<file path="config.mk">
export PLATFORM = sky130hd
export DESIGN_NAME = spam_core
export DESIGN_NICKNAME = d
export VERILOG_FILES = /design/src/rtl/spam_pkg.sv /design/src/rtl/spam_baud.sv /design/src/rtl/spam_addr_match.sv /design/src/rtl/spam_core.sv
export SDC_FILE = /design/constraint.sdc
export NUM_CORES = 1
export LEC_CHECK = 0
export ABC_AREA = 0
export BUFFER_PORTS_ARGS = -buffer_cell sky130_fd_sc_hd__buf_2
export CORE_UTILIZATION = 36
export CTS_BUF_LIST = sky130_fd_sc_hd__clkbuf_2 sky130_fd_sc_hd__clkbuf_4 sky130_fd_sc_hd__clkbuf_8
export DETAILED_ROUTE_END_ITERATION = 7
export GPL_ROUTABILITY_DRIVEN = 0
export SYNTH_ARGS = -nofsm -noshare
export SYNTH_HDL_FRONTEND = slang
export SYNTH_HIERARCHICAL = 1
export SYNTH_SLANG_ARGS = --single-unit
</file>
<file path="constraint.sdc">
create_clock -name sys_clk_i -period 5.5 [get_ports sys_clk_i]
set_clock_uncertainty 0.1 [all_clocks]
set_input_delay 0.275 -clock sys_clk_i [delete_from_list [all_inputs] [get_ports sys_clk_i]]
set_output_delay 0.275 -clock sys_clk_i [all_outputs]
set_load 0.03 [all_outputs]
</file>
<file path="src/rtl/spam_pkg.sv">
package spam_pkg;

  // Special function register addresses
  localparam logic [7:0] ADDR_CTRL = 8'h98;
  localparam logic [7:0] ADDR_BUF = 8'h99;
  localparam logic [7:0] ADDR_SLAVE = 8'hA9;
  localparam logic [7:0] ADDR_MASK = 8'hB9;

  // Field positions in serial_control_reg
  localparam int CTL_MODE_HI = 7;
  localparam int CTL_MODE_LO = 6;
  localparam int CTL_MPROC = 5;
  localparam int CTL_RXEN = 4;
  localparam int CTL_TX9 = 3;
  localparam int CTL_RX9 = 2;
  localparam int CTL_TXDONE = 1;
  localparam int CTL_RXDONE = 0;

  // Reset values
  localparam logic [7:0] RST_BYTE = 8'h00;
  localparam logic [3:0] RST_CNT = 4'h0;

  // Machine cycle phases and oversampling
  localparam logic [1:0] PH_C1 = 2'h0;
  localparam logic [1:0] PH_RISE = 2'h2;
  localparam logic [3:0] OVS_LAST = 4'hF;
  localparam logic [3:0] OVS_MID = 4'h8;

  // Frame lengths and bit indices
  localparam logic [3:0] BITS_M0 = 4'h7;
  localparam logic [3:0] BITS_M1 = 4'hA;
  localparam logic [3:0] BITS_M23 = 4'hB;
  localparam logic [3:0] IDX_START = 4'h0;
  localparam logic [3:0] IDX_NINTH = 4'h9;
  localparam logic [3:0] IDX_STOP_M23 = 4'hA;
  localparam logic [3:0] IDX_SYNC_END = 4'h8;

  // Operating modes
  typedef enum logic [1:0] {
    SPAM_MODE0 = 2'b00,
    SPAM_MODE1 = 2'b01,
    SPAM_MODE2 = 2'b10,
    SPAM_MODE3 = 2'b11
  } spam_mode_t;

  // Transmit and receive sequencer states
  typedef enum logic [1:0] {
    SPAM_IDLE = 2'b00,
    SPAM_ASYNC = 2'b01,
    SPAM_SYNC = 2'b10
  } spam_state_t;

endpackage

</file>
<file path="src/rtl/spam_baud.sv">
`timescale 1ns/10ps
`default_nettype none

module spam_baud #(
  parameter int OVS_W = 4
) (
  input wire logic sys_clk_i,
  input wire logic rstn_i,
  input wire logic t1_ovf_i,
  input wire logic fixed_rate_i,
  input wire logic half_rate_i,
  output logic [1:0] phase_o,
  output logic c1_o,
  output logic tick_o,
  output logic roll_o
);

  logic [1:0] phase_r;
  logic half_r;
  logic [OVS_W-1:0] div16_r;
  logic src_w;

  // Tick source: machine cycle in mode 2, timer overflow otherwise
  assign c1_o = (phase_r == spam_pkg::PH_C1);
  assign src_w = fixed_rate_i ? c1_o : t1_ovf_i;
  assign tick_o = src_w && (!half_rate_i || half_r);
  assign roll_o = tick_o && (div16_r == {OVS_W{1'b1}});
  assign phase_o = phase_r;

  // Machine cycle phase counter
  always_ff @(posedge sys_clk_i or negedge rstn_i) begin
    if (!rstn_i) begin
      phase_r <= 2'h0;
    end else begin
      phase_r <= phase_r + 2'h1;
    end
  end

  // Optional halving and the divide-by-16 counter
  always_ff @(posedge sys_clk_i or negedge rstn_i) begin
    if (!rstn_i) begin
      half_r <= 1'b0;
      div16_r <= '0;
    end else begin
      if (src_w) half_r <= !half_r;
      if (tick_o) div16_r <= div16_r + 1'b1;
    end
  end

endmodule // spam_baud

`default_nettype wire

</file>
<file path="src/rtl/spam_addr_match.sv">
`timescale 1ns/10ps
`default_nettype none

module spam_addr_match (
  input wire logic [7:0] byte_i,
  input wire logic [7:0] slave_address_i,
  input wire logic [7:0] slave_address_mask_i,
  output logic match_o
);

  logic [7:0] bcast_w;
  logic given_hit_w;
  logic bcast_hit_w;

  // Given address: only masked-in bits compare
  assign given_hit_w = ((byte_i ^ slave_address_i) & slave_address_mask_i) == 8'h00;
  // Broadcast address: ones of the OR must match
  assign bcast_w = slave_address_i | slave_address_mask_i;
  assign bcast_hit_w = ((byte_i ^ bcast_w) & bcast_w) == 8'h00;
  assign match_o = given_hit_w || bcast_hit_w;

endmodule // spam_addr_match

`default_nettype wire

</file>
<file path="src/rtl/spam_core.sv">
// Behaviour
// - Shift mode: transmit flag at ninth C1 after write
// - Shift mode receive needs enable, flag clear
// - Shift receive flag set; blocks until cleared
// - Mode 1: start, eight LSB-first, stop
// - Mode 1 stop bit lands in ninth field
// - Mode 1 rate: overflow over 16 or 32
// - Transmit bits aligned to divide-by-16 rollover
// - Mode 1 transmit flag at tenth rollover
// - Non-zero start sample aborts reception
// - Load only if flag clear, gate passes
// - After stop middle, hunt next falling edge
// - Mode 3 equals mode 2 but timer rate
// - Any buffer write starts transmission
// - Async receive starts on start bit, enabled
// - Given address compares masked-in bits only
// - Broadcast is address OR mask, ones compared
// - Address and mask reset to zero
`timescale 1ns/10ps
`default_nettype none

module spam_core (
  input wire logic sys_clk_i,
  input wire logic rstn_i,
  input wire logic [7:0] sfr_addr_i,
  input wire logic sfr_wr_i,
  input wire logic sfr_rd_i,
  input wire logic [7:0] sfr_wdata_i,
  output logic [7:0] sfr_rdata_o,
  input wire logic t1_ovf_i,
  input wire logic baud_double_i,
  input wire logic rxd_i,
  output logic rxd_o,
  output logic rxd_oe_o,
  output logic txd_o,
  output logic serial_irq_o
);

  // Software state
  logic [7:0] slave_address_r;
  logic [7:0] slave_address_mask_r;
  logic [7:0] serial_buffer_r;
  logic [1:0] mode_r;
  logic multiproc_mode_bit_r;
  logic rx_en_r;
  logic tx9_r;
  logic ninth_rx_bit_r;
  logic tx_done_flag_r;
  logic rx_done_flag_r;
  logic [7:0] rdata_r;

  // Transmit state
  spam_pkg::spam_state_t tx_st_r;
  logic [10:0] tx_sh_r;
  logic [3:0] tx_left_r;
  logic tx_out_r;
  logic tx_go_r;
  logic roll_pend_r;

  // Receive state
  spam_pkg::spam_state_t rx_st_r;
  logic [3:0] rx_cnt_r;
  logic [3:0] rx_idx_r;
  logic [7:0] rx_data_r;
  logic rx_ninth_r;
  logic rxd_d_r;

  // Baud and phase wires
  logic [1:0] phase_w;
  logic c1_w;
  logic tick_w;
  logic roll_w;
  logic match_w;

  // Register decode
  logic wr_ctrl_w;
  logic wr_buf_w;
  logic wr_slave_w;
  logic wr_mask_w;
  logic [7:0] ctrl_rd_w;
  logic [7:0] rd_mux_w;

  // Sequencer events
  logic async_w;
  logic nine_bit_w;
  logic tx_step_w;
  logic tx_async_end_w;
  logic tx_sync_end_w;
  logic tx_set_w;
  logic rx_edge_w;
  logic rx_sync_go_w;
  logic rx_samp_w;
  logic rx_last_w;
  logic [3:0] rx_last_idx_w;
  logic rx_start_bad_w;
  logic rx_gate_w;
  logic rx_async_load_w;
  logic rx_sync_load_w;
  logic rx_load_w;
  logic rx_set_w;
  logic ninth_load_w;

  // Address decode
  assign wr_ctrl_w = sfr_wr_i && (sfr_addr_i == spam_pkg::ADDR_CTRL);
  assign wr_buf_w = sfr_wr_i && (sfr_addr_i == spam_pkg::ADDR_BUF);
  assign wr_slave_w = sfr_wr_i && (sfr_addr_i == spam_pkg::ADDR_SLAVE);
  assign wr_mask_w = sfr_wr_i && (sfr_addr_i == spam_pkg::ADDR_MASK);

  // Control register image
  assign ctrl_rd_w = {mode_r, multiproc_mode_bit_r, rx_en_r, tx9_r,
                      ninth_rx_bit_r, tx_done_flag_r, rx_done_flag_r};

  // Read mux, unmapped reads give zero
  assign rd_mux_w = (sfr_addr_i == spam_pkg::ADDR_CTRL) ? ctrl_rd_w :
                    (sfr_addr_i == spam_pkg::ADDR_BUF) ? serial_buffer_r :
                    (sfr_addr_i == spam_pkg::ADDR_SLAVE) ? slave_address_r :
                    (sfr_addr_i == spam_pkg::ADDR_MASK) ? slave_address_mask_r :
                    spam_pkg::RST_BYTE;

  // Mode classes
  assign async_w = (mode_r != spam_pkg::SPAM_MODE0);
  assign nine_bit_w = mode_r[1];

  // Rate source: mode 2 fixed, modes 1 and 3 from timer
  spam_baud #(
    .OVS_W(4)
  ) u_baud (
    .sys_clk_i(sys_clk_i),
    .rstn_i(rstn_i),
    .t1_ovf_i(t1_ovf_i),
    .fixed_rate_i(mode_r == spam_pkg::SPAM_MODE2),
    .half_rate_i(!baud_double_i),
    .phase_o(phase_w),
    .c1_o(c1_w),
    .tick_o(tick_w),
    .roll_o(roll_w)
  );

  // Multiprocessor address filter
  spam_addr_match u_match (
    .byte_i(rx_data_r),
    .slave_address_i(slave_address_r),
    .slave_address_mask_i(slave_address_mask_r),
    .match_o(match_w)
  );

  // Transmit events
  assign tx_step_w = (tx_st_r == spam_pkg::SPAM_ASYNC) && roll_pend_r && c1_w;
  assign tx_async_end_w = tx_step_w && (tx_left_r == 4'h1);
  assign tx_sync_end_w = (tx_st_r == spam_pkg::SPAM_SYNC) && c1_w &&
                         (tx_left_r == spam_pkg::BITS_M0);
  assign tx_set_w = tx_async_end_w || tx_sync_end_w;

  // Receive events
  assign rx_edge_w = (rx_st_r == spam_pkg::SPAM_IDLE) && async_w && rx_en_r &&
                     rxd_d_r && !rxd_i;
  assign rx_sync_go_w = (rx_st_r == spam_pkg::SPAM_IDLE) && !async_w && rx_en_r &&
                        !rx_done_flag_r && (tx_st_r == spam_pkg::SPAM_IDLE) &&
                        c1_w;
  assign rx_samp_w = (rx_st_r == spam_pkg::SPAM_ASYNC) && tick_w &&
                     (rx_cnt_r == spam_pkg::OVS_MID);
  assign rx_last_idx_w = nine_bit_w ? spam_pkg::IDX_STOP_M23 : spam_pkg::IDX_NINTH;
  assign rx_last_w = rx_samp_w && (rx_idx_r == rx_last_idx_w);
  assign rx_start_bad_w = rx_samp_w && (rx_idx_r == spam_pkg::IDX_START) && rxd_i;

  // Acceptance gate
  assign rx_gate_w = !multiproc_mode_bit_r ||
                     (nine_bit_w ? (rx_ninth_r && match_w) : rxd_i);
  assign rx_async_load_w = rx_last_w && !rx_done_flag_r && rx_gate_w;
  assign rx_sync_load_w = (rx_st_r == spam_pkg::SPAM_SYNC) && c1_w &&
                          (rx_idx_r == spam_pkg::IDX_SYNC_END);
  assign rx_load_w = rx_async_load_w || rx_sync_load_w;
  assign rx_set_w = rx_load_w;
  assign ninth_load_w = nine_bit_w ? rx_ninth_r : rxd_i;

  // Pins: shift clock on txd in mode 0, data on rxd
  // Clock held high in the closing phase, so no ninth rising edge
  assign txd_o = ((tx_st_r == spam_pkg::SPAM_SYNC) || (rx_st_r == spam_pkg::SPAM_SYNC)) ?
                 (phase_w[1] || tx_sync_end_w || rx_sync_load_w) : tx_out_r;
  assign rxd_oe_o = (tx_st_r == spam_pkg::SPAM_SYNC);
  assign rxd_o = tx_out_r;
  assign serial_irq_o = tx_done_flag_r || rx_done_flag_r;
  assign sfr_rdata_o = rdata_r;

  // Address registers
  always_ff @(posedge sys_clk_i or negedge rstn_i) begin
    if (!rstn_i) begin
      slave_address_r <= spam_pkg::RST_BYTE;
      slave_address_mask_r <= spam_pkg::RST_BYTE;
    end else begin
      if (wr_slave_w) slave_address_r <= sfr_wdata_i;
      if (wr_mask_w) slave_address_mask_r <= sfr_wdata_i;
    end
  end

  // Control fields written by software
  always_ff @(posedge sys_clk_i or negedge rstn_i) begin
    if (!rstn_i) begin
      mode_r <= 2'h0;
      multiproc_mode_bit_r <= 1'b0;
      rx_en_r <= 1'b0;
      tx9_r <= 1'b0;
    end else if (wr_ctrl_w) begin
      mode_r <= sfr_wdata_i[spam_pkg::CTL_MODE_HI:spam_pkg::CTL_MODE_LO];
      multiproc_mode_bit_r <= sfr_wdata_i[spam_pkg::CTL_MPROC];
      rx_en_r <= sfr_wdata_i[spam_pkg::CTL_RXEN];
      tx9_r <= sfr_wdata_i[spam_pkg::CTL_TX9];
    end
  end

  // Flags: hardware set wins over software write
  always_ff @(posedge sys_clk_i or negedge rstn_i) begin
    if (!rstn_i) begin
      tx_done_flag_r <= 1'b0;
      rx_done_flag_r <= 1'b0;
      ninth_rx_bit_r <= 1'b0;
    end else begin
      if (tx_set_w) tx_done_flag_r <= 1'b1;
      else if (wr_ctrl_w) tx_done_flag_r <= sfr_wdata_i[spam_pkg::CTL_TXDONE];
      if (rx_set_w) rx_done_flag_r <= 1'b1;
      else if (wr_ctrl_w) rx_done_flag_r <= sfr_wdata_i[spam_pkg::CTL_RXDONE];
      if (rx_async_load_w) ninth_rx_bit_r <= ninth_load_w;
      else if (wr_ctrl_w) ninth_rx_bit_r <= sfr_wdata_i[spam_pkg::CTL_RX9];
    end
  end

  // Receive buffer and read data
  always_ff @(posedge sys_clk_i or negedge rstn_i) begin
    if (!rstn_i) begin
      serial_buffer_r <= spam_pkg::RST_BYTE;
      rdata_r <= spam_pkg::RST_BYTE;
    end else begin
      if (rx_load_w) serial_buffer_r <= rx_data_r;
      if (sfr_rd_i) rdata_r <= rd_mux_w;
    end
  end

  // Rollover latch, consumed at the next C1; a buffer write drops a stale one
  always_ff @(posedge sys_clk_i or negedge rstn_i) begin
    if (!rstn_i) begin
      roll_pend_r <= 1'b0;
    end else if (roll_w) begin
      roll_pend_r <= 1'b1;
    end else if (c1_w || wr_buf_w) begin
      roll_pend_r <= 1'b0;
    end
  end

  // Transmit sequencer
  always_ff @(posedge sys_clk_i or negedge rstn_i) begin
    if (!rstn_i) begin
      tx_st_r <= spam_pkg::SPAM_IDLE;
      tx_sh_r <= '1;
      tx_left_r <= spam_pkg::RST_CNT;
      tx_out_r <= 1'b1;
      tx_go_r <= 1'b0;
    end else if (wr_buf_w) begin
      // Any write restarts a frame
      tx_st_r <= async_w ? spam_pkg::SPAM_ASYNC : spam_pkg::SPAM_IDLE;
      tx_go_r <= !async_w;
      tx_left_r <= nine_bit_w ? spam_pkg::BITS_M23 : spam_pkg::BITS_M1;
      tx_sh_r <= {1'b1, (nine_bit_w ? tx9_r : 1'b1), sfr_wdata_i, 1'b0};
    end else begin
      case (tx_st_r)
        spam_pkg::SPAM_IDLE: begin
          if (tx_go_r && c1_w && (rx_st_r == spam_pkg::SPAM_IDLE)) begin
            // First data bit goes out as the clock falls
            tx_st_r <= spam_pkg::SPAM_SYNC;
            tx_go_r <= 1'b0;
            tx_left_r <= spam_pkg::RST_CNT;
            tx_out_r <= tx_sh_r[1];
            tx_sh_r <= {1'b1, tx_sh_r[10:1]};
          end
        end
        spam_pkg::SPAM_SYNC: begin
          if (tx_sync_end_w) begin
            tx_st_r <= spam_pkg::SPAM_IDLE;
            tx_out_r <= 1'b1;
          end else if (c1_w) begin
            tx_left_r <= tx_left_r + 4'h1;
            tx_out_r <= tx_sh_r[1];
            tx_sh_r <= {1'b1, tx_sh_r[10:1]};
          end
        end
        spam_pkg::SPAM_ASYNC: begin
          if (tx_step_w) begin
            tx_out_r <= tx_sh_r[0];
            tx_sh_r <= {1'b1, tx_sh_r[10:1]};
            tx_left_r <= tx_left_r - 4'h1;
            if (tx_async_end_w) tx_st_r <= spam_pkg::SPAM_IDLE;
          end
        end
        default: begin
          tx_st_r <= spam_pkg::SPAM_IDLE;
        end
      endcase
    end
  end

  // Previous receive pin level for edge search
  always_ff @(posedge sys_clk_i or negedge rstn_i) begin
    if (!rstn_i) begin
      rxd_d_r <= 1'b1;
    end else begin
      rxd_d_r <= rxd_i;
    end
  end

  // Receive sequencer
  always_ff @(posedge sys_clk_i or negedge rstn_i) begin
    if (!rstn_i) begin
      rx_st_r <= spam_pkg::SPAM_IDLE;
      rx_cnt_r <= spam_pkg::RST_CNT;
      rx_idx_r <= spam_pkg::RST_CNT;
      rx_data_r <= spam_pkg::RST_BYTE;
      rx_ninth_r <= 1'b0;
    end else begin
      case (rx_st_r)
        spam_pkg::SPAM_IDLE: begin
          rx_cnt_r <= spam_pkg::RST_CNT;
          rx_idx_r <= spam_pkg::RST_CNT;
          if (rx_edge_w) begin
            rx_st_r <= spam_pkg::SPAM_ASYNC;
          end else if (rx_sync_go_w) begin
            rx_st_r <= spam_pkg::SPAM_SYNC;
          end
        end
        spam_pkg::SPAM_ASYNC: begin
          if (tick_w) rx_cnt_r <= rx_cnt_r + 4'h1;
          if (rx_start_bad_w || rx_last_w) begin
            rx_st_r <= spam_pkg::SPAM_IDLE;
          end else if (rx_samp_w) begin
            rx_idx_r <= rx_idx_r + 4'h1;
            if (rx_idx_r == spam_pkg::IDX_NINTH) begin
              rx_ninth_r <= rxd_i;
            end else if (rx_idx_r != spam_pkg::IDX_START) begin
              rx_data_r <= {rxd_i, rx_data_r[7:1]};
            end
          end
        end
        spam_pkg::SPAM_SYNC: begin
          if (rx_sync_load_w) begin
            rx_st_r <= spam_pkg::SPAM_IDLE;
          end else if ((phase_w == spam_pkg::PH_RISE) &&
                       (rx_idx_r != spam_pkg::IDX_SYNC_END)) begin
            // Sample on the rising clock; partner moved data on the fall
            rx_data_r <= {rxd_i, rx_data_r[7:1]};
            rx_idx_r <= rx_idx_r + 4'h1;
          end
        end
        default: begin
          rx_st_r <= spam_pkg::SPAM_IDLE;
        end
      endcase
    end
  end

endmodule // spam_core

`default_nettype wire

</file>
==> results of run 1 <==
[worst paths after layout]
check	start	end	slack, ns	depth (start not counted)
hold / removal	sfr_wdata_i[3]	tx_sh_r[4]	0.06	3
min in group asynchronous	rstn_i	u_baud/div16_r[1]	0.29	2
setup reg to reg	mode_r[1]	rx_data_r[5]	1.99	9
hold reg to reg	u_baud/div16_r[3]	u_baud/div16_r[3]	0.37	1
setup / recovery	mode_r[1]	rx_data_r[5]	1.99	9
max in group asynchronous	rstn_i	slave_address_mask_r[0]	3.96	3
[cells by family after synthesis]
kind of cell	count (synthesis)	share of synthesized area, %
compound gates	90	14.4
fa+ha+maj	18	4.78
simple gates	141	15.3
flops	86	46.0
xor+xnor	15	2.79
mux	55	13.7
buf+inv	38	3.13
[power groups by stage]
| stage | Combinational [mW] | Clock [mW] | Sequential [mW] |
|---|---|---|---|
| 2_1_floorplan | 0.525 | 0 | 0.883 |
| 3_3_place_gp | 0.654 | 0 | 0.915 |
| 5_1_grt | 0.750 | 0.531 | 0.927 |
| 3_5_place_dp | 0.668 | 0 | 0.920 |
| 4_1_cts | 0.674 | 0.508 | 0.908 |
| 6_report | 0.671 | 0.496 | 0.908 |
[layout make-up]
| cell class | instances | area [um^2] | share of cell area [%] |
|---|---|---|---|
| clock inverter | 4 | 72.6 | 1.37 |
| clock buffer | 12 | 146 | 2.75 |
| sequential | 86 | 2170 | 40.8 |
| multi-input combinational | 319 | 2410 | 45.3 |
| inverter | 22 | 82.6 | 1.55 |
| timing repair buffer | 40 | 223 | 4.19 |
| tap | 172 | 215 | 4.05 |
[cell usage in the layout, fill, tap and decap left out, types with 4 or more instances in the layout]
cell type,Yosys,final
sky130_fd_sc_hd__or2_2,4,4
sky130_fd_sc_hd__o22ai_1,4,4
sky130_fd_sc_hd__ha_1,18,18
sky130_fd_sc_hd__buf_4,1,5
sky130_fd_sc_hd__nor2_1,37,37
sky130_fd_sc_hd__a221oi_1,9,9
sky130_fd_sc_hd__nand2_1,49,49
sky130_fd_sc_hd__buf_2,1,33
sky130_fd_sc_hd__dfstp_2,12,12
sky130_fd_sc_hd__xor2_1,12,12
sky130_fd_sc_hd__mux2_4,9,9
sky130_fd_sc_hd__clkbuf_8,0,9
sky130_fd_sc_hd__mux2_2,28,28
sky130_fd_sc_hd__nand3_1,10,10
sky130_fd_sc_hd__a22oi_1,5,5
sky130_fd_sc_hd__dfrtp_1,74,74
sky130_fd_sc_hd__a21boi_0,9,9
sky130_fd_sc_hd__a21oi_1,5,5
sky130_fd_sc_hd__o21ai_0,22,22
sky130_fd_sc_hd__nand3b_1,4,4
sky130_fd_sc_hd__nand4_1,6,6
sky130_fd_sc_hd__mux2i_1,17,17
sky130_fd_sc_hd__a221o_1,9,9
sky130_fd_sc_hd__inv_1,22,22
[critical path: stages, from the launching register on]
cell                      delay (ns)
sky130_fd_sc_hd__dfrtp_1        0.51
sky130_fd_sc_hd__inv_1          0.12
sky130_fd_sc_hd__nor2_1         0.29
sky130_fd_sc_hd__mux2i_4        0.15
sky130_fd_sc_hd__nor2_4         0.26
sky130_fd_sc_hd__nand4_1        0.11
sky130_fd_sc_hd__or2_1          0.30
sky130_fd_sc_hd__o31a_1         0.35
sky130_fd_sc_hd__or4_1          0.80
sky130_fd_sc_hd__mux2_4         0.39
[registers in the layout, summed over array words and instances (netlist names), 4 cells and up]
register	count
tx_sh_r	10
rx_cnt_r	4
sfr_rdata_o	8
serial_buffer_r	8
u_baud/div16_r	4
rx_idx_r	4
slave_address_r	8
tx_left_r	4
slave_address_mask_r	8
rx_data_r	8
[layer usage]
| layer | global-route usage, % | vias up |
|---|---|---|
| met5 | 0 | - |
| met4 | 5.38 | 0 |
| met1 | 24.5 | 1710 |
| met2 | 26.8 | 83 |
| met3 | 3.32 | 16 |
| li1 | - | 1676 |
[what timing repair did]
item,4_1_cts,5_1_grt
buffers inserted,0,0
hold buffers,2,0
endpoints found under the hold margin,35,0
setup endpoints to repair,0,0
gates resized for setup,0,0
==> report_table.html, run 1 <==
<table>
<tr><th>Metric</th><th>Value</th></tr>
<tr><th colspan="2">Placed design</th></tr>
<tr><td>PortBufs</td><td>34</td></tr>
<tr><td>Placed Area</td><td>0.00507 mm^2</td></tr>
<tr><td>Placed wire-length estimate after detailed placement</td><td>7800 um</td></tr>
<tr><td>Placement-stage worst setup slack</td><td>2.04 ns</td></tr>
<tr><td>Placed cell count</td><td>637</td></tr>
<tr><th colspan="2">STA</th></tr>
<tr><td>Minimum setup slack in the final design</td><td>1.99 ns</td></tr>
<tr><td>Summed negative setup slack over all endpoints</td><td>0 ns</td></tr>
<tr><td>RSZ-0062 raised after global routing</td><td>no</td></tr>
<tr><td>Maximum frequency from static timing analysis</td><td>0.285 GHz</td></tr>
<tr><td>Worst Max-Slew Pin Slew</td><td>0.850 ns</td></tr>
<tr><td>Final Slew Violations</td><td>0</td></tr>
<tr><td>Number of hold violations in the final report</td><td>0</td></tr>
<tr><td>Fin crit share</td><td>63.8%</td></tr>
<tr><td>Final Setup Violations</td><td>0</td></tr>
<tr><td>Hold Worst Slack</td><td>0.0643 ns</td></tr>
<tr><td>Headroom to the max-slew limit</td><td>43.1%</td></tr>
<tr><td>Fin crit period</td><td>3.51 ns</td></tr>
<tr><th colspan="2">Pwr</th></tr>
<tr><td>Fraction of power consumed by the clock network</td><td>23.9%</td></tr>
<tr><td>Share of power burned in registers</td><td>43.7%</td></tr>
<tr><td>Internal cell power</td><td>1.35 mW</td></tr>
<tr><td>Pwr dens</td><td>391 mW/mm^2</td></tr>
<tr><td>Comb pwr share</td><td>32.4%</td></tr>
<tr><td>Switching pwr</td><td>0.723 mW</td></tr>
<tr><td>PnR Total Power</td><td>2.08 mW</td></tr>
<tr><td>Reported leakage power</td><td>2.40 nW</td></tr>
<tr><td>Switching share of power</td><td>34.9%</td></tr>
<tr><td>VDD IR max</td><td>118 uV</td></tr>
<tr><th colspan="2">Final layout</th></tr>
<tr><td>Signed area change from the synthesized netlist to the final layout</td><td>12.8%</td></tr>
<tr><td>Layout Cells excl Fill</td><td>655</td></tr>
<tr><td>Layout cells sized above 1</td><td>24.4%</td></tr>
<tr><td>Final core utilization</td><td>41.9%</td></tr>
<tr><td>Number of filler cells placed in the layout</td><td>1250</td></tr>
<tr><td>Number of nets in the layout</td><td>519</td></tr>
<tr><td>Diodes inserted</td><td>0</td></tr>
<tr><td>Finished layout cell area</td><td>0.00531 mm^2</td></tr>
<tr><th colspan="2">CTS</th></tr>
<tr><td>H-tree depth</td><td>3</td></tr>
<tr><td>Clock input transition at the sequential cells of the worst setup and hold paths</td><td>0.08 ns</td></tr>
<tr><td>Bufs on Longest Clock Path</td><td>2</td></tr>
<tr><td>Source-to-sink clock delay at the later pin of the worst-skew pair</td><td>0.37 ns</td></tr>
<tr><td>Root Buffer</td><td>sky130_fd_sc_hd__clkbuf_8</td></tr>
<tr><td>TritonCTS clock tree</td><td>yes</td></tr>
<tr><td>Number of sinks driven by the clock tree</td><td>86</td></tr>
<tr><td>Number of buffers inserted during clock tree synthesis</td><td>9</td></tr>
<tr><th colspan="2">Routing</th></tr>
<tr><td>Wire length on met1</td><td>5270 um</td></tr>
<tr><td>Metal2 WL</td><td>5090 um</td></tr>
<tr><td>Count of unresolved DRC violations after routing</td><td>0</td></tr>
<tr><td>Total number of vias</td><td>3485</td></tr>
<tr><td>Sum of met3 wire segment lengths after detailed routing</td><td>480 um</td></tr>
<tr><td>Routed wire length</td><td>11000 um</td></tr>
<tr><td>Via-per-instance ratio</td><td>5.32</td></tr>
<tr><td>Post-detailed-route count of antenna-violating nets</td><td>0</td></tr>
<tr><td>Pre-antenna DRT Iters</td><td>5</td></tr>
<tr><td>Initial detailed-routing violation count</td><td>235</td></tr>
<tr><td>DR WL/cell</td><td>16.8 um</td></tr>
<tr><td>Highest routed layer</td><td>met4</td></tr>
<tr><th colspan="2">Yosys</th></tr>
<tr><td>Sequential-to-total area share from yosys stat</td><td>46.0%</td></tr>
<tr><td>Yosys warns</td><td>6</td></tr>
<tr><td>Net count of the mapped netlist</td><td>484</td></tr>
<tr><td>Top-count cell post-synth</td><td>sky130_fd_sc_hd__dfrtp_1</td></tr>
<tr><td>Yosys top cell by area</td><td>sky130_fd_sc_hd__dfrtp_1</td></tr>
<tr><td>Leading post-synthesis cells by cell area</td><td>sky130_fd_sc_hd__dfrtp_1, sky130_fd_sc_hd__dfstp_2, sky130_fd_sc_hd__mux2_2</td></tr>
<tr><td>Cells after synthesis</td><td>443</td></tr>
<tr><td>EDFF count, synth</td><td>0</td></tr>
<tr><td>Post-synth top cells</td><td>sky130_fd_sc_hd__dfrtp_1, sky130_fd_sc_hd__nand2_1, sky130_fd_sc_hd__nor2_1</td></tr>
<tr><td>Share of flip-flops with an asynchronous set or reset</td><td>100%</td></tr>
<tr><td>Synth Area per Inst</td><td>10.6 um^2</td></tr>
<tr><td>Synthesis-stage register bit count</td><td>86</td></tr>
<tr><td>Top cell type's share of synthesized area</td><td>39.3%</td></tr>
<tr><td>Dominant register cell in the synthesized netlist</td><td>sky130_fd_sc_hd__dfrtp_1</td></tr>
<tr><td>Synth unique cells</td><td>65</td></tr>
<tr><td>Post-synth design cell area</td><td>0.00471 mm^2</td></tr>
<tr><th colspan="2">GRT</th></tr>
<tr><td>Number of global-route vias before repair</td><td>3441</td></tr>
<tr><td>Wire length of the first global-routing pass</td><td>17900 um</td></tr>
<tr><td>Overall Global Routing Usage</td><td>17.3%</td></tr>
<tr><td>Largest net degree at the start of global routing</td><td>53</td></tr>
<tr><td>Initial antenna violation count</td><td>0</td></tr>
<tr><td>Total gr overflow</td><td>0</td></tr>
<tr><th colspan="2">Critical path</th></tr>
<tr><td>Req. time, crit path</td><td>5.65 ns</td></tr>
<tr><td>Highest net fanout along the worst path</td><td>10</td></tr>
<tr><td>CP arrival</td><td>3.65 ns</td></tr>
<tr><td>Critical Path End Type</td><td>flip-flop</td></tr>
<tr><td>Critical path startpoint category</td><td>flip-flop</td></tr>
<tr><td>Critical path class</td><td>reg -&gt; reg</td></tr>
<tr><th colspan="2">Die</th></tr>
<tr><td>Core footprint</td><td>0.0127 mm^2</td></tr>
<tr><td>Initial Utilization</td><td>37.2%</td></tr>
<tr><td>Die Y-Extent</td><td>116 um</td></tr>
<tr><td>Top-level I/O count</td><td>35</td></tr>
<tr><td>Overall die width</td><td>116 um</td></tr>
<tr><td>Std cell rows</td><td>41</td></tr>
<tr><td>Die outline area</td><td>0.0135 mm^2</td></tr>
<tr><th colspan="2">Job</th></tr>
<tr><td>Max cap viols</td><td>0</td></tr>
<tr><th colspan="2">Worst hold path</th></tr>
<tr><td>Worst hold path type</td><td>in -&gt; reg</td></tr>
<tr><th colspan="2">Run status</th></tr>
<tr><td>Outcome</td><td>completed</td></tr>
</table>
No activity file was read; power rests on OpenSTA's default activity.
==> run 2, diff against run 1 <==
==> constraint.sdc (replaced) <==
create_clock -name sys_clk_i -period 2.87 [get_ports sys_clk_i]
set_clock_uncertainty 0.1 [all_clocks]
set_input_delay 0.1435 -clock sys_clk_i [delete_from_list [all_inputs] [get_ports sys_clk_i]]
set_output_delay 0.1435 -clock sys_clk_i [all_outputs]
set_load 0.03 [all_outputs]
==> run 2 against run 1 <==
Net effect: maximum frequency up 28%; count of clock-buffer cells in the layout is the same; combinational power rose by 100%; largest cell class unchanged; critical endpoint is now rx_data_r[3]; critical path depth is 1 higher; sequential power rose by 91%; first-iteration DRC count fell by 17%.
==> report_table.html, run 2 (synthesis results as in run 1) <==
<table>
<tr><th>Metric</th><th>Value</th></tr>
<tr><th colspan="2">Pwr</th></tr>
<tr><td>Pwr dens</td><td>716 mW/mm^2 (+83%)</td></tr>
<tr><td>PnR Total Power</td><td>3.91 mW (+89%)</td></tr>
<tr><td>VDD IR max</td><td>298 uV (+150%)</td></tr>
<tr><td>Reported leakage power</td><td>2.48 nW (+3.1%)</td></tr>
<tr><th colspan="2">GRT</th></tr>
<tr><td>Initial antenna violation count</td><td>0 (unchanged)</td></tr>
<tr><td>Total gr overflow</td><td>0 (unchanged)</td></tr>
<tr><td>Wire length of the first global-routing pass</td><td>18500 um (+3.2%)</td></tr>
<tr><td>Overall Global Routing Usage</td><td>17.9% (+0.53 points)</td></tr>
<tr><td>Largest net degree at the start of global routing</td><td>44 (-17%)</td></tr>
<tr><td>Number of global-route vias before repair</td><td>3586 (+4.2%)</td></tr>
<tr><th colspan="2">Routing</th></tr>
<tr><td>Pre-antenna DRT Iters</td><td>5 (unchanged)</td></tr>
<tr><td>Total number of vias</td><td>3597 (+3.2%)</td></tr>
<tr><td>Routed wire length</td><td>11300 um (+2.6%)</td></tr>
<tr><td>Post-detailed-route count of antenna-violating nets</td><td>0 (unchanged)</td></tr>
<tr><td>Initial detailed-routing violation count</td><td>195 (-17%)</td></tr>
<tr><td>Via-per-instance ratio</td><td>5.33 (+0.16%)</td></tr>
<tr><td>Count of unresolved DRC violations after routing</td><td>0 (unchanged)</td></tr>
<tr><td>DR WL/cell</td><td>16.7 um (-0.44%)</td></tr>
<tr><th colspan="2">Die</th></tr>
<tr><td>Core footprint</td><td>0.0127 mm^2 (unchanged)</td></tr>
<tr><td>Die outline area</td><td>0.0135 mm^2 (unchanged)</td></tr>
<tr><td>Die Y-Extent</td><td>116 um (unchanged)</td></tr>
<tr><td>Overall die width</td><td>116 um (unchanged)</td></tr>
<tr><td>Std cell rows</td><td>41 (unchanged)</td></tr>
<tr><td>Initial Utilization</td><td>37.2% (unchanged)</td></tr>
<tr><td>Top-level I/O count</td><td>35 (unchanged)</td></tr>
<tr><th colspan="2">CTS</th></tr>
<tr><td>Source-to-sink clock delay at the later pin of the worst-skew pair</td><td>0.35 ns (-0.02 ns)</td></tr>
<tr><td>Clock input transition at the sequential cells of the worst setup and hold paths</td><td>0.08 ns (about the same)</td></tr>
<tr><td>Number of buffers inserted during clock tree synthesis</td><td>9 (unchanged)</td></tr>
<tr><td>Root Buffer</td><td>sky130_fd_sc_hd__clkbuf_8</td></tr>
<tr><td>Number of sinks driven by the clock tree</td><td>86 (unchanged)</td></tr>
<tr><td>Resize count post-CTS</td><td>0 (unchanged)</td></tr>
<tr><td>H-tree depth</td><td>3 (unchanged)</td></tr>
<tr><td>Bufs on Longest Clock Path</td><td>2 (unchanged)</td></tr>
<tr><td>TritonCTS clock tree</td><td>yes</td></tr>
<tr><th colspan="2">STA</th></tr>
<tr><td>Final Setup Violations</td><td>0 (unchanged)</td></tr>
<tr><td>Fin crit period</td><td>2.74 ns (-0.771 ns)</td></tr>
<tr><td>Headroom to the max-slew limit</td><td>45.2% (+2.0 points)</td></tr>
<tr><td>Maximum frequency from static timing analysis</td><td>0.365 GHz (+28%)</td></tr>
<tr><td>Final Slew Violations</td><td>0 (unchanged)</td></tr>
<tr><td>Fin crit share</td><td>95.4% (+32 points)</td></tr>
<tr><td>Summed negative setup slack over all endpoints</td><td>0 ns (unchanged)</td></tr>
<tr><td>Worst Max-Slew Pin Slew</td><td>0.819 ns (-0.0304 ns)</td></tr>
<tr><td>Number of hold violations in the final report</td><td>0 (unchanged)</td></tr>
<tr><td>RSZ-0062 raised after global routing</td><td>no</td></tr>
<tr><th colspan="2">Final layout</th></tr>
<tr><td>Signed area change from the synthesized netlist to the final layout</td><td>16.0%</td></tr>
<tr><td>Layout cells sized above 1</td><td>26.4% (+2.0 points)</td></tr>
<tr><td>Commonest cells after routing, fill and taps aside</td><td>sky130_fd_sc_hd__dfrtp_1, sky130_fd_sc_hd__nand2_1, sky130_fd_sc_hd__nor2_1, sky130_fd_sc_hd__buf_2, sky130_fd_sc_hd__mux2_2</td></tr>
<tr><td>Number of nets in the layout</td><td>539 (+3.9%)</td></tr>
<tr><td>Max FFs per register</td><td>10 (unchanged)</td></tr>
<tr><td>Diodes inserted</td><td>0 (unchanged)</td></tr>
<tr><td>Number of filler cells placed in the layout</td><td>1224 (-2.1%)</td></tr>
<tr><td>Reg with most FFs</td><td>tx_sh_r</td></tr>
<tr><td>Most common cell after layout, fill and taps aside</td><td>sky130_fd_sc_hd__dfrtp_1</td></tr>
<tr><th colspan="2">Critical path</th></tr>
<tr><td>CP arrival</td><td>2.87 ns (-0.78 ns)</td></tr>
<tr><td>Critical Path End Type</td><td>flip-flop</td></tr>
<tr><td>Highest net fanout along the worst path</td><td>8 (-2)</td></tr>
<tr><td>Critical path startpoint category</td><td>flip-flop</td></tr>
<tr><td>Critical path class</td><td>reg -&gt; reg</td></tr>
<tr><td>Req. time, crit path</td><td>3.00 ns (-2.65 ns)</td></tr>
<tr><th colspan="2">Placed design</th></tr>
<tr><td>PortBufs</td><td>34 (unchanged)</td></tr>
<tr><td>Placed wire-length estimate after detailed placement</td><td>8460 um (+8.4%)</td></tr>
<tr><th colspan="2">Job</th></tr>
<tr><td>Max cap viols</td><td>0 (unchanged)</td></tr>
<tr><th colspan="2">Run status</th></tr>
<tr><td>Outcome</td><td>completed</td></tr>
<tr><th colspan="2">Worst hold path</th></tr>
<tr><td>Worst hold path type</td><td>in -&gt; reg</td></tr>
</table>
==> run 2: changes by cell type in the layout (fill, tap and decap cells not counted), moves of 2 or more <==
cell	before	now
sky130_fd_sc_hd__buf_4	5	17
sky130_fd_sc_hd__bufinv_16	2	0
sky130_fd_sc_hd__clkbuf_4	3	0
sky130_fd_sc_hd__clkbuf_8	9	12
sky130_fd_sc_hd__clkinv_4	0	2
sky130_fd_sc_hd__dlygate4sd3_1	2	10
==> run 2: power breakdown <==
part	switching, mW	internal, mW
clock network	0.421	0.387
logic	0.706	0.665
registers	0.274	1.46
total	1.40	2.51
==> run 2: metrics by stage <==
step	cells	util, %	hold slack (ns)	area [um^2]	setup slack [ns]
after floorplan	443	-	-0.252	4720	0.00736
after detailed placement	649	40.8	0.0854	5170	0.137
final	675	43.1	0.142	5470	0.133
after CTS	675	43.1	0.120	5470	0.126
after global placement	649	40.8	0.0819	5170	0.184
after global routing	675	43.1	0.170	5470	0.0339
==> run 2: path summary, 6_finish.rpt <==
path                                         from                 end  slack [ns]  cells past startpoint
worst min register to register  u_baud/phase_o[0]   u_baud/phase_o[0]        0.36                      1
max in group asynchronous                  rstn_i          tx_sh_r[8]        1.68                      3
worst max register to register  u_baud/phase_o[0]        rx_data_r[3]        0.13                     10
worst max-delay path            u_baud/phase_o[0]        rx_data_r[3]        0.13                     10
worst min-delay path                     sfr_rd_i      sfr_rdata_o[7]        0.14                      3
min in group asynchronous                  rstn_i  slave_address_r[6]        0.22                      2
==> run 2: area by class of cell <==
| cell class | instances | area (um^2) | share of cell area [%] |
|---|---|---|---|
| flip-flops and latches | 86 | 2170 | 39.7 |
| repair buffers | 60 | 393 | 7.19 |
| inverters | 22 | 82.6 | 1.51 |
| clock buffers | 12 | 165 | 3.02 |
| clock inverters | 4 | 30.0 | 0.549 |
| well taps | 172 | 215 | 3.94 |
| multi-input cells | 319 | 2410 | 44.1 |
==> run 2: timing repair <==
item,CTS,global route
hold buffers,10,0
endpoints found under the hold margin,54,0
setup buffers,0,0
==> run 2: worst max-delay path, cell delays in order (launching register included) <==
cell and delay [ns]:
sky130_fd_sc_hd__dfrtp_1 0.39, sky130_fd_sc_hd__inv_1 0.08, sky130_fd_sc_hd__ha_2 0.20, sky130_fd_sc_hd__mux2i_4 0.08, sky130_fd_sc_hd__nor2_4 0.09, sky130_fd_sc_hd__nand4_1 0.09, sky130_fd_sc_hd__or2_1 0.25, sky130_fd_sc_hd__o31a_1 0.30
sky130_fd_sc_hd__or4_1 0.53, sky130_fd_sc_hd__buf_4 0.20, sky130_fd_sc_hd__mux2_4 0.30
==> run 2: per-layer routing <==
layer | global-route usage, % | share of wire (%) | wire length [um] | vias up
li1 | - | - | - | 1714
met5 | 0 | 0 | 0 | -
met1 | 24.5 | 48 | 5370 | 1783
met4 | 3.76 | 0.52 | 59 | 0
met3 | 2.96 | 3.6 | 409 | 8
met2 | 29.7 | 48 | 5450 | 92
==> run 3, diff against run 2 <==
--- a/config.mk
+++ b/config.mk
@@ -11,6 +11,7 @@
 export CTS_BUF_LIST = sky130_fd_sc_hd__clkbuf_2 sky130_fd_sc_hd__clkbuf_4 sky130_fd_sc_hd__clkbuf_8
 export DETAILED_ROUTE_END_ITERATION = 7
 export GPL_ROUTABILITY_DRIVEN = 0
+export PLACE_DENSITY = 0.59
 export SYNTH_ARGS = -nofsm -noshare
 export SYNTH_HDL_FRONTEND = slang
 export SYNTH_HIERARCHICAL = 1
==> run 3 against run 2 <==
Net effect: combinational power about the same; total power is 8.7% higher; first-iteration DRC count shrank 6.7%; register-to-register slack barely moved; sequential power is essentially flat; count of clock-buffer cells in the layout fell by 1; global-route usage about the same; cell count is the same; largest power group unchanged; highest routed layer unchanged.
==> report_table.html, run 3 (synthesis results as in run 1) <==
<table>
<tr><th>Metric</th><th>Value</th></tr>
<tr><th colspan="2">STA</th></tr>
<tr><td>Fin crit share</td><td>95.4% (about the same)</td></tr>
<tr><td>Worst Max-Slew Pin Slew</td><td>0.874 ns (+0.0545 ns)</td></tr>
<tr><td>RSZ-0062 raised after global routing</td><td>no</td></tr>
<tr><td>Minimum setup slack in the final design</td><td>0.133 ns (+0.000196 ns)</td></tr>
<tr><td>Headroom to the max-slew limit</td><td>41.5% (-3.6 points)</td></tr>
<tr><td>Maximum frequency from static timing analysis</td><td>0.365 GHz (about the same)</td></tr>
<tr><td>Number of hold violations in the final report</td><td>0 (unchanged)</td></tr>
<tr><td>Fin crit period</td><td>2.74 ns (-0.000196 ns)</td></tr>
<tr><td>Final Slew Violations</td><td>0 (unchanged)</td></tr>
<tr><td>Summed negative setup slack over all endpoints</td><td>0 ns (unchanged)</td></tr>
<tr><td>Hold Worst Slack</td><td>0.140 ns (-0.00181 ns)</td></tr>
<tr><td>Final Setup Violations</td><td>0 (unchanged)</td></tr>
<tr><th colspan="2">Die</th></tr>
<tr><td>Core footprint</td><td>0.0127 mm^2 (unchanged)</td></tr>
<tr><td>Die outline area</td><td>0.0135 mm^2 (unchanged)</td></tr>
<tr><td>Std cell rows</td><td>41 (unchanged)</td></tr>
<tr><td>Initial Utilization</td><td>37.2% (unchanged)</td></tr>
<tr><td>Overall die width</td><td>116 um (unchanged)</td></tr>
<tr><td>Die Y-Extent</td><td>116 um (unchanged)</td></tr>
<tr><td>Top-level I/O count</td><td>35 (unchanged)</td></tr>
<tr><th colspan="2">Pwr</th></tr>
<tr><td>VDD IR max</td><td>378 uV (+27%)</td></tr>
<tr><td>Share of power burned in registers</td><td>40.7% (-3.6 points)</td></tr>
<tr><td>Comb pwr share</td><td>31.9% (-3.1 points)</td></tr>
<tr><td>PnR Total Power</td><td>4.26 mW (+8.7%)</td></tr>
<tr><td>Pwr dens</td><td>767 mW/mm^2 (+7.1%)</td></tr>
<tr><td>Switching pwr</td><td>1.42 mW (+1.1%)</td></tr>
<tr><td>Switching share of power</td><td>33.3% (-2.5 points)</td></tr>
<tr><td>Internal cell power</td><td>2.84 mW (+13%)</td></tr>
<tr><td>Reported leakage power</td><td>2.52 nW (+1.7%)</td></tr>
<tr><td>Fraction of power consumed by the clock network</td><td>27.4% (+6.7 points)</td></tr>
<tr><th colspan="2">Critical path</th></tr>
<tr><td>Critical path class</td><td>reg -&gt; reg</td></tr>
<tr><td>Reg2reg end</td><td>rx_data_r[5]</td></tr>
<tr><td>CP arrival</td><td>2.89 ns (+0.02 ns)</td></tr>
<tr><td>Worst setup slack for register-to-register paths</td><td>0.13 ns (about the same)</td></tr>
<tr><td>Worst reg2reg path startpoint</td><td>u_baud/phase_o[1]</td></tr>
<tr><td>List of cells traversed by the critical path</td><td>inv_1 &gt; ha_2 &gt; mux2i_4 &gt; nor2_4 &gt; nand4_1 &gt; or2_1 &gt; o31a_1 &gt; or4_1 &gt; buf_4 &gt; mux2_4</td></tr>
<tr><td>Highest net fanout along the worst path</td><td>8 (unchanged)</td></tr>
<tr><td>Critical-path cell with the highest stage delay</td><td>sky130_fd_sc_hd__or4_1</td></tr>
<tr><td>Worst reg-to-reg path cell count</td><td>10 (unchanged)</td></tr>
<tr><td>Critical Path End Type</td><td>flip-flop</td></tr>
<tr><td>Req. time, crit path</td><td>3.02 ns (+0.02 ns)</td></tr>
<tr><td>Critical path startpoint category</td><td>flip-flop</td></tr>
<tr><td>Stage delay of the slowest cell on the critical path</td><td>0.54 ns (about the same)</td></tr>
<tr><th colspan="2">GRT</th></tr>
<tr><td>Initial antenna violation count</td><td>0 (unchanged)</td></tr>
<tr><td>Number of global-route vias before repair</td><td>3393 (-5.4%)</td></tr>
<tr><td>Met3 Use GR</td><td>4.72% (+1.8 points)</td></tr>
<tr><td>Met1 Use GR</td><td>24.8% (+0.24 points)</td></tr>
<tr><td>Total gr overflow</td><td>0 (unchanged)</td></tr>
<tr><td>GRT busiest layer</td><td>met2</td></tr>
<tr><td>Global-route met2 utilization</td><td>28.2% (-1.5 points)</td></tr>
<tr><td>Overall Global Routing Usage</td><td>17.9% (about the same)</td></tr>
<tr><td>Wire length of the first global-routing pass</td><td>18300 um (-1.0%)</td></tr>
<tr><td>Largest net degree at the start of global routing</td><td>56 (+27%)</td></tr>
<tr><th colspan="2">Final layout</th></tr>
<tr><td>Signed area change from the synthesized netlist to the final layout</td><td>17.9%</td></tr>
<tr><td>Max FFs per register</td><td>10 (unchanged)</td></tr>
<tr><td>Layout Cells excl Fill</td><td>675 (unchanged)</td></tr>
<tr><td>Layout cells sized above 1</td><td>26.4% (unchanged)</td></tr>
<tr><td>Reg with most FFs</td><td>tx_sh_r</td></tr>
<tr><td>Commonest cells after routing, fill and taps aside</td><td>sky130_fd_sc_hd__dfrtp_1, sky130_fd_sc_hd__nand2_1, sky130_fd_sc_hd__nor2_1, sky130_fd_sc_hd__buf_2, sky130_fd_sc_hd__mux2_2</td></tr>
<tr><td>Most common cell after layout, fill and taps aside</td><td>sky130_fd_sc_hd__dfrtp_1</td></tr>
<tr><td>Final core utilization</td><td>43.8% (+0.67 points)</td></tr>
<tr><td>Finished layout cell area</td><td>0.00555 mm^2 (+1.6%)</td></tr>
<tr><td>Diodes inserted</td><td>0 (unchanged)</td></tr>
<tr><td>Number of nets in the layout</td><td>539 (unchanged)</td></tr>
<tr><th colspan="2">Routing</th></tr>
<tr><td>Post-detailed-route count of antenna-violating nets</td><td>0 (unchanged)</td></tr>
<tr><td>Routed wire length</td><td>11200 um (-0.50%)</td></tr>
<tr><td>Via-per-instance ratio</td><td>5.30 (-0.56%)</td></tr>
<tr><td>Initial detailed-routing violation count</td><td>182 (-6.7%)</td></tr>
<tr><td>Count of unresolved DRC violations after routing</td><td>0 (unchanged)</td></tr>
<tr><td>DR WL/cell</td><td>16.6 um (-0.50%)</td></tr>
<tr><td>Pre-antenna DRT Iters</td><td>5 (unchanged)</td></tr>
<tr><td>Total number of vias</td><td>3577 (-0.56%)</td></tr>
<tr><th colspan="2">Placed design</th></tr>
<tr><td>Placement-stage worst setup slack</td><td>0.165 ns (+0.0282 ns)</td></tr>
<tr><td>Placed cell count</td><td>649 (unchanged)</td></tr>
<tr><td>PortBufs</td><td>34 (unchanged)</td></tr>
<tr><td>Placed wire-length estimate after detailed placement</td><td>8120 um (-4.1%)</td></tr>
<tr><td>Placed Area</td><td>0.00517 mm^2 (unchanged)</td></tr>
<tr><th colspan="2">Worst hold path</th></tr>
<tr><td>Worst hold path type</td><td>in -&gt; reg</td></tr>
<tr><td>Hold path depth</td><td>3 (unchanged)</td></tr>
<tr><td>Min-delay src</td><td>sfr_rd_i</td></tr>
<tr><td>Hold-critical path endpoint</td><td>sfr_rdata_o[3]</td></tr>
<tr><th colspan="2">CTS</th></tr>
<tr><td>Number of buffers inserted during clock tree synthesis</td><td>9 (unchanged)</td></tr>
<tr><td>Number of sinks driven by the clock tree</td><td>86 (unchanged)</td></tr>
<tr><td>H-tree depth</td><td>3 (unchanged)</td></tr>
<tr><td>TritonCTS clock tree</td><td>yes</td></tr>
<tr><td>Clock input transition at the sequential cells of the worst setup and hold paths</td><td>0.09 ns (about the same)</td></tr>
<tr><td>Source-to-sink clock delay at the later pin of the worst-skew pair</td><td>0.37 ns (+0.02 ns)</td></tr>
<tr><td>Root Buffer</td><td>sky130_fd_sc_hd__clkbuf_8</td></tr>
<tr><td>Post-CTS setup buffer count</td><td>0 (unchanged)</td></tr>
<tr><td>Bufs on Longest Clock Path</td><td>2 (unchanged)</td></tr>
<tr><th colspan="2">Run status</th></tr>
<tr><td>Outcome</td><td>completed</td></tr>
<tr><th colspan="2">Job</th></tr>
<tr><td>Max cap viols</td><td>0 (unchanged)</td></tr>
</table>
run 3: changes by cell type in the layout (fill, tap and decap cells not counted), sizes merged:
cell / previous run / this run
bufinv: 0 / 4
clkinv: 3 / 1
clkbuf: 12 / 11
clkinvlp: 1 / 0
run 3: critical path, delay by kind of cell, from the launching register on:
kind                     cells  cell delay [ns]
AO/OA/AOI/OAI                1             0.30
adder cells (fa/ha/maj)      1             0.19
buffers and inverters        2             0.28
flip-flops                   1             0.40
multiplexers                 2             0.38
AND/OR/NAND/NOR              4             0.97
run 3: layout make-up:
cell class,count,area [um^2]
fillers,1246,7120
multi-input cells,319,2410
flip-flops and latches,86,2170
repair buffers,60,393
well taps,172,215
clock buffers,11,151
clock inverters,5,129
inverters,22,82.6
run 3: how the worst max path moves through the flow:
stage	from	to	cells past startpoint
2_1_floorplan	mode_r[1]	rx_data_r[0]	11
3_3_place_gp	u_baud/phase_o[0]	rx_data_r[0]	10
3_5_place_dp	u_baud/phase_o[0]	rx_data_r[5]	10
4_1_cts	u_baud/phase_o[0]	rx_data_r[5]	10
5_1_grt	u_baud/phase_o[0]	rx_data_r[0]	10
6_report	u_baud/phase_o[1]	rx_data_r[5]	10
run 3: what timing repair did:
item,in CTS,in global routing
endpoints found under the hold margin,68,0
gates resized for setup,0,0
hold buffers,10,0
run 3: power groups by stage:
stage / Sequential, mW / Clock (mW) / Combinational, mW
after floorplan: 1.69 / 0 / 1.01
after global placement: 1.74 / 0 / 1.32
after detailed placement: 1.75 / 0 / 1.35
after CTS: 1.73 / 1.20 / 1.37
after global routing: 1.78 / 1.24 / 1.50
final: 1.73 / 1.17 / 1.36
run 3: routing by layer:
metal / vias up / share of wire, %
li1: 1719 / -
met1: 1806 / 49
met2: 46 / 48
met3: 6 / 2.8
met4: 0 / 0.52
met5: - / 0
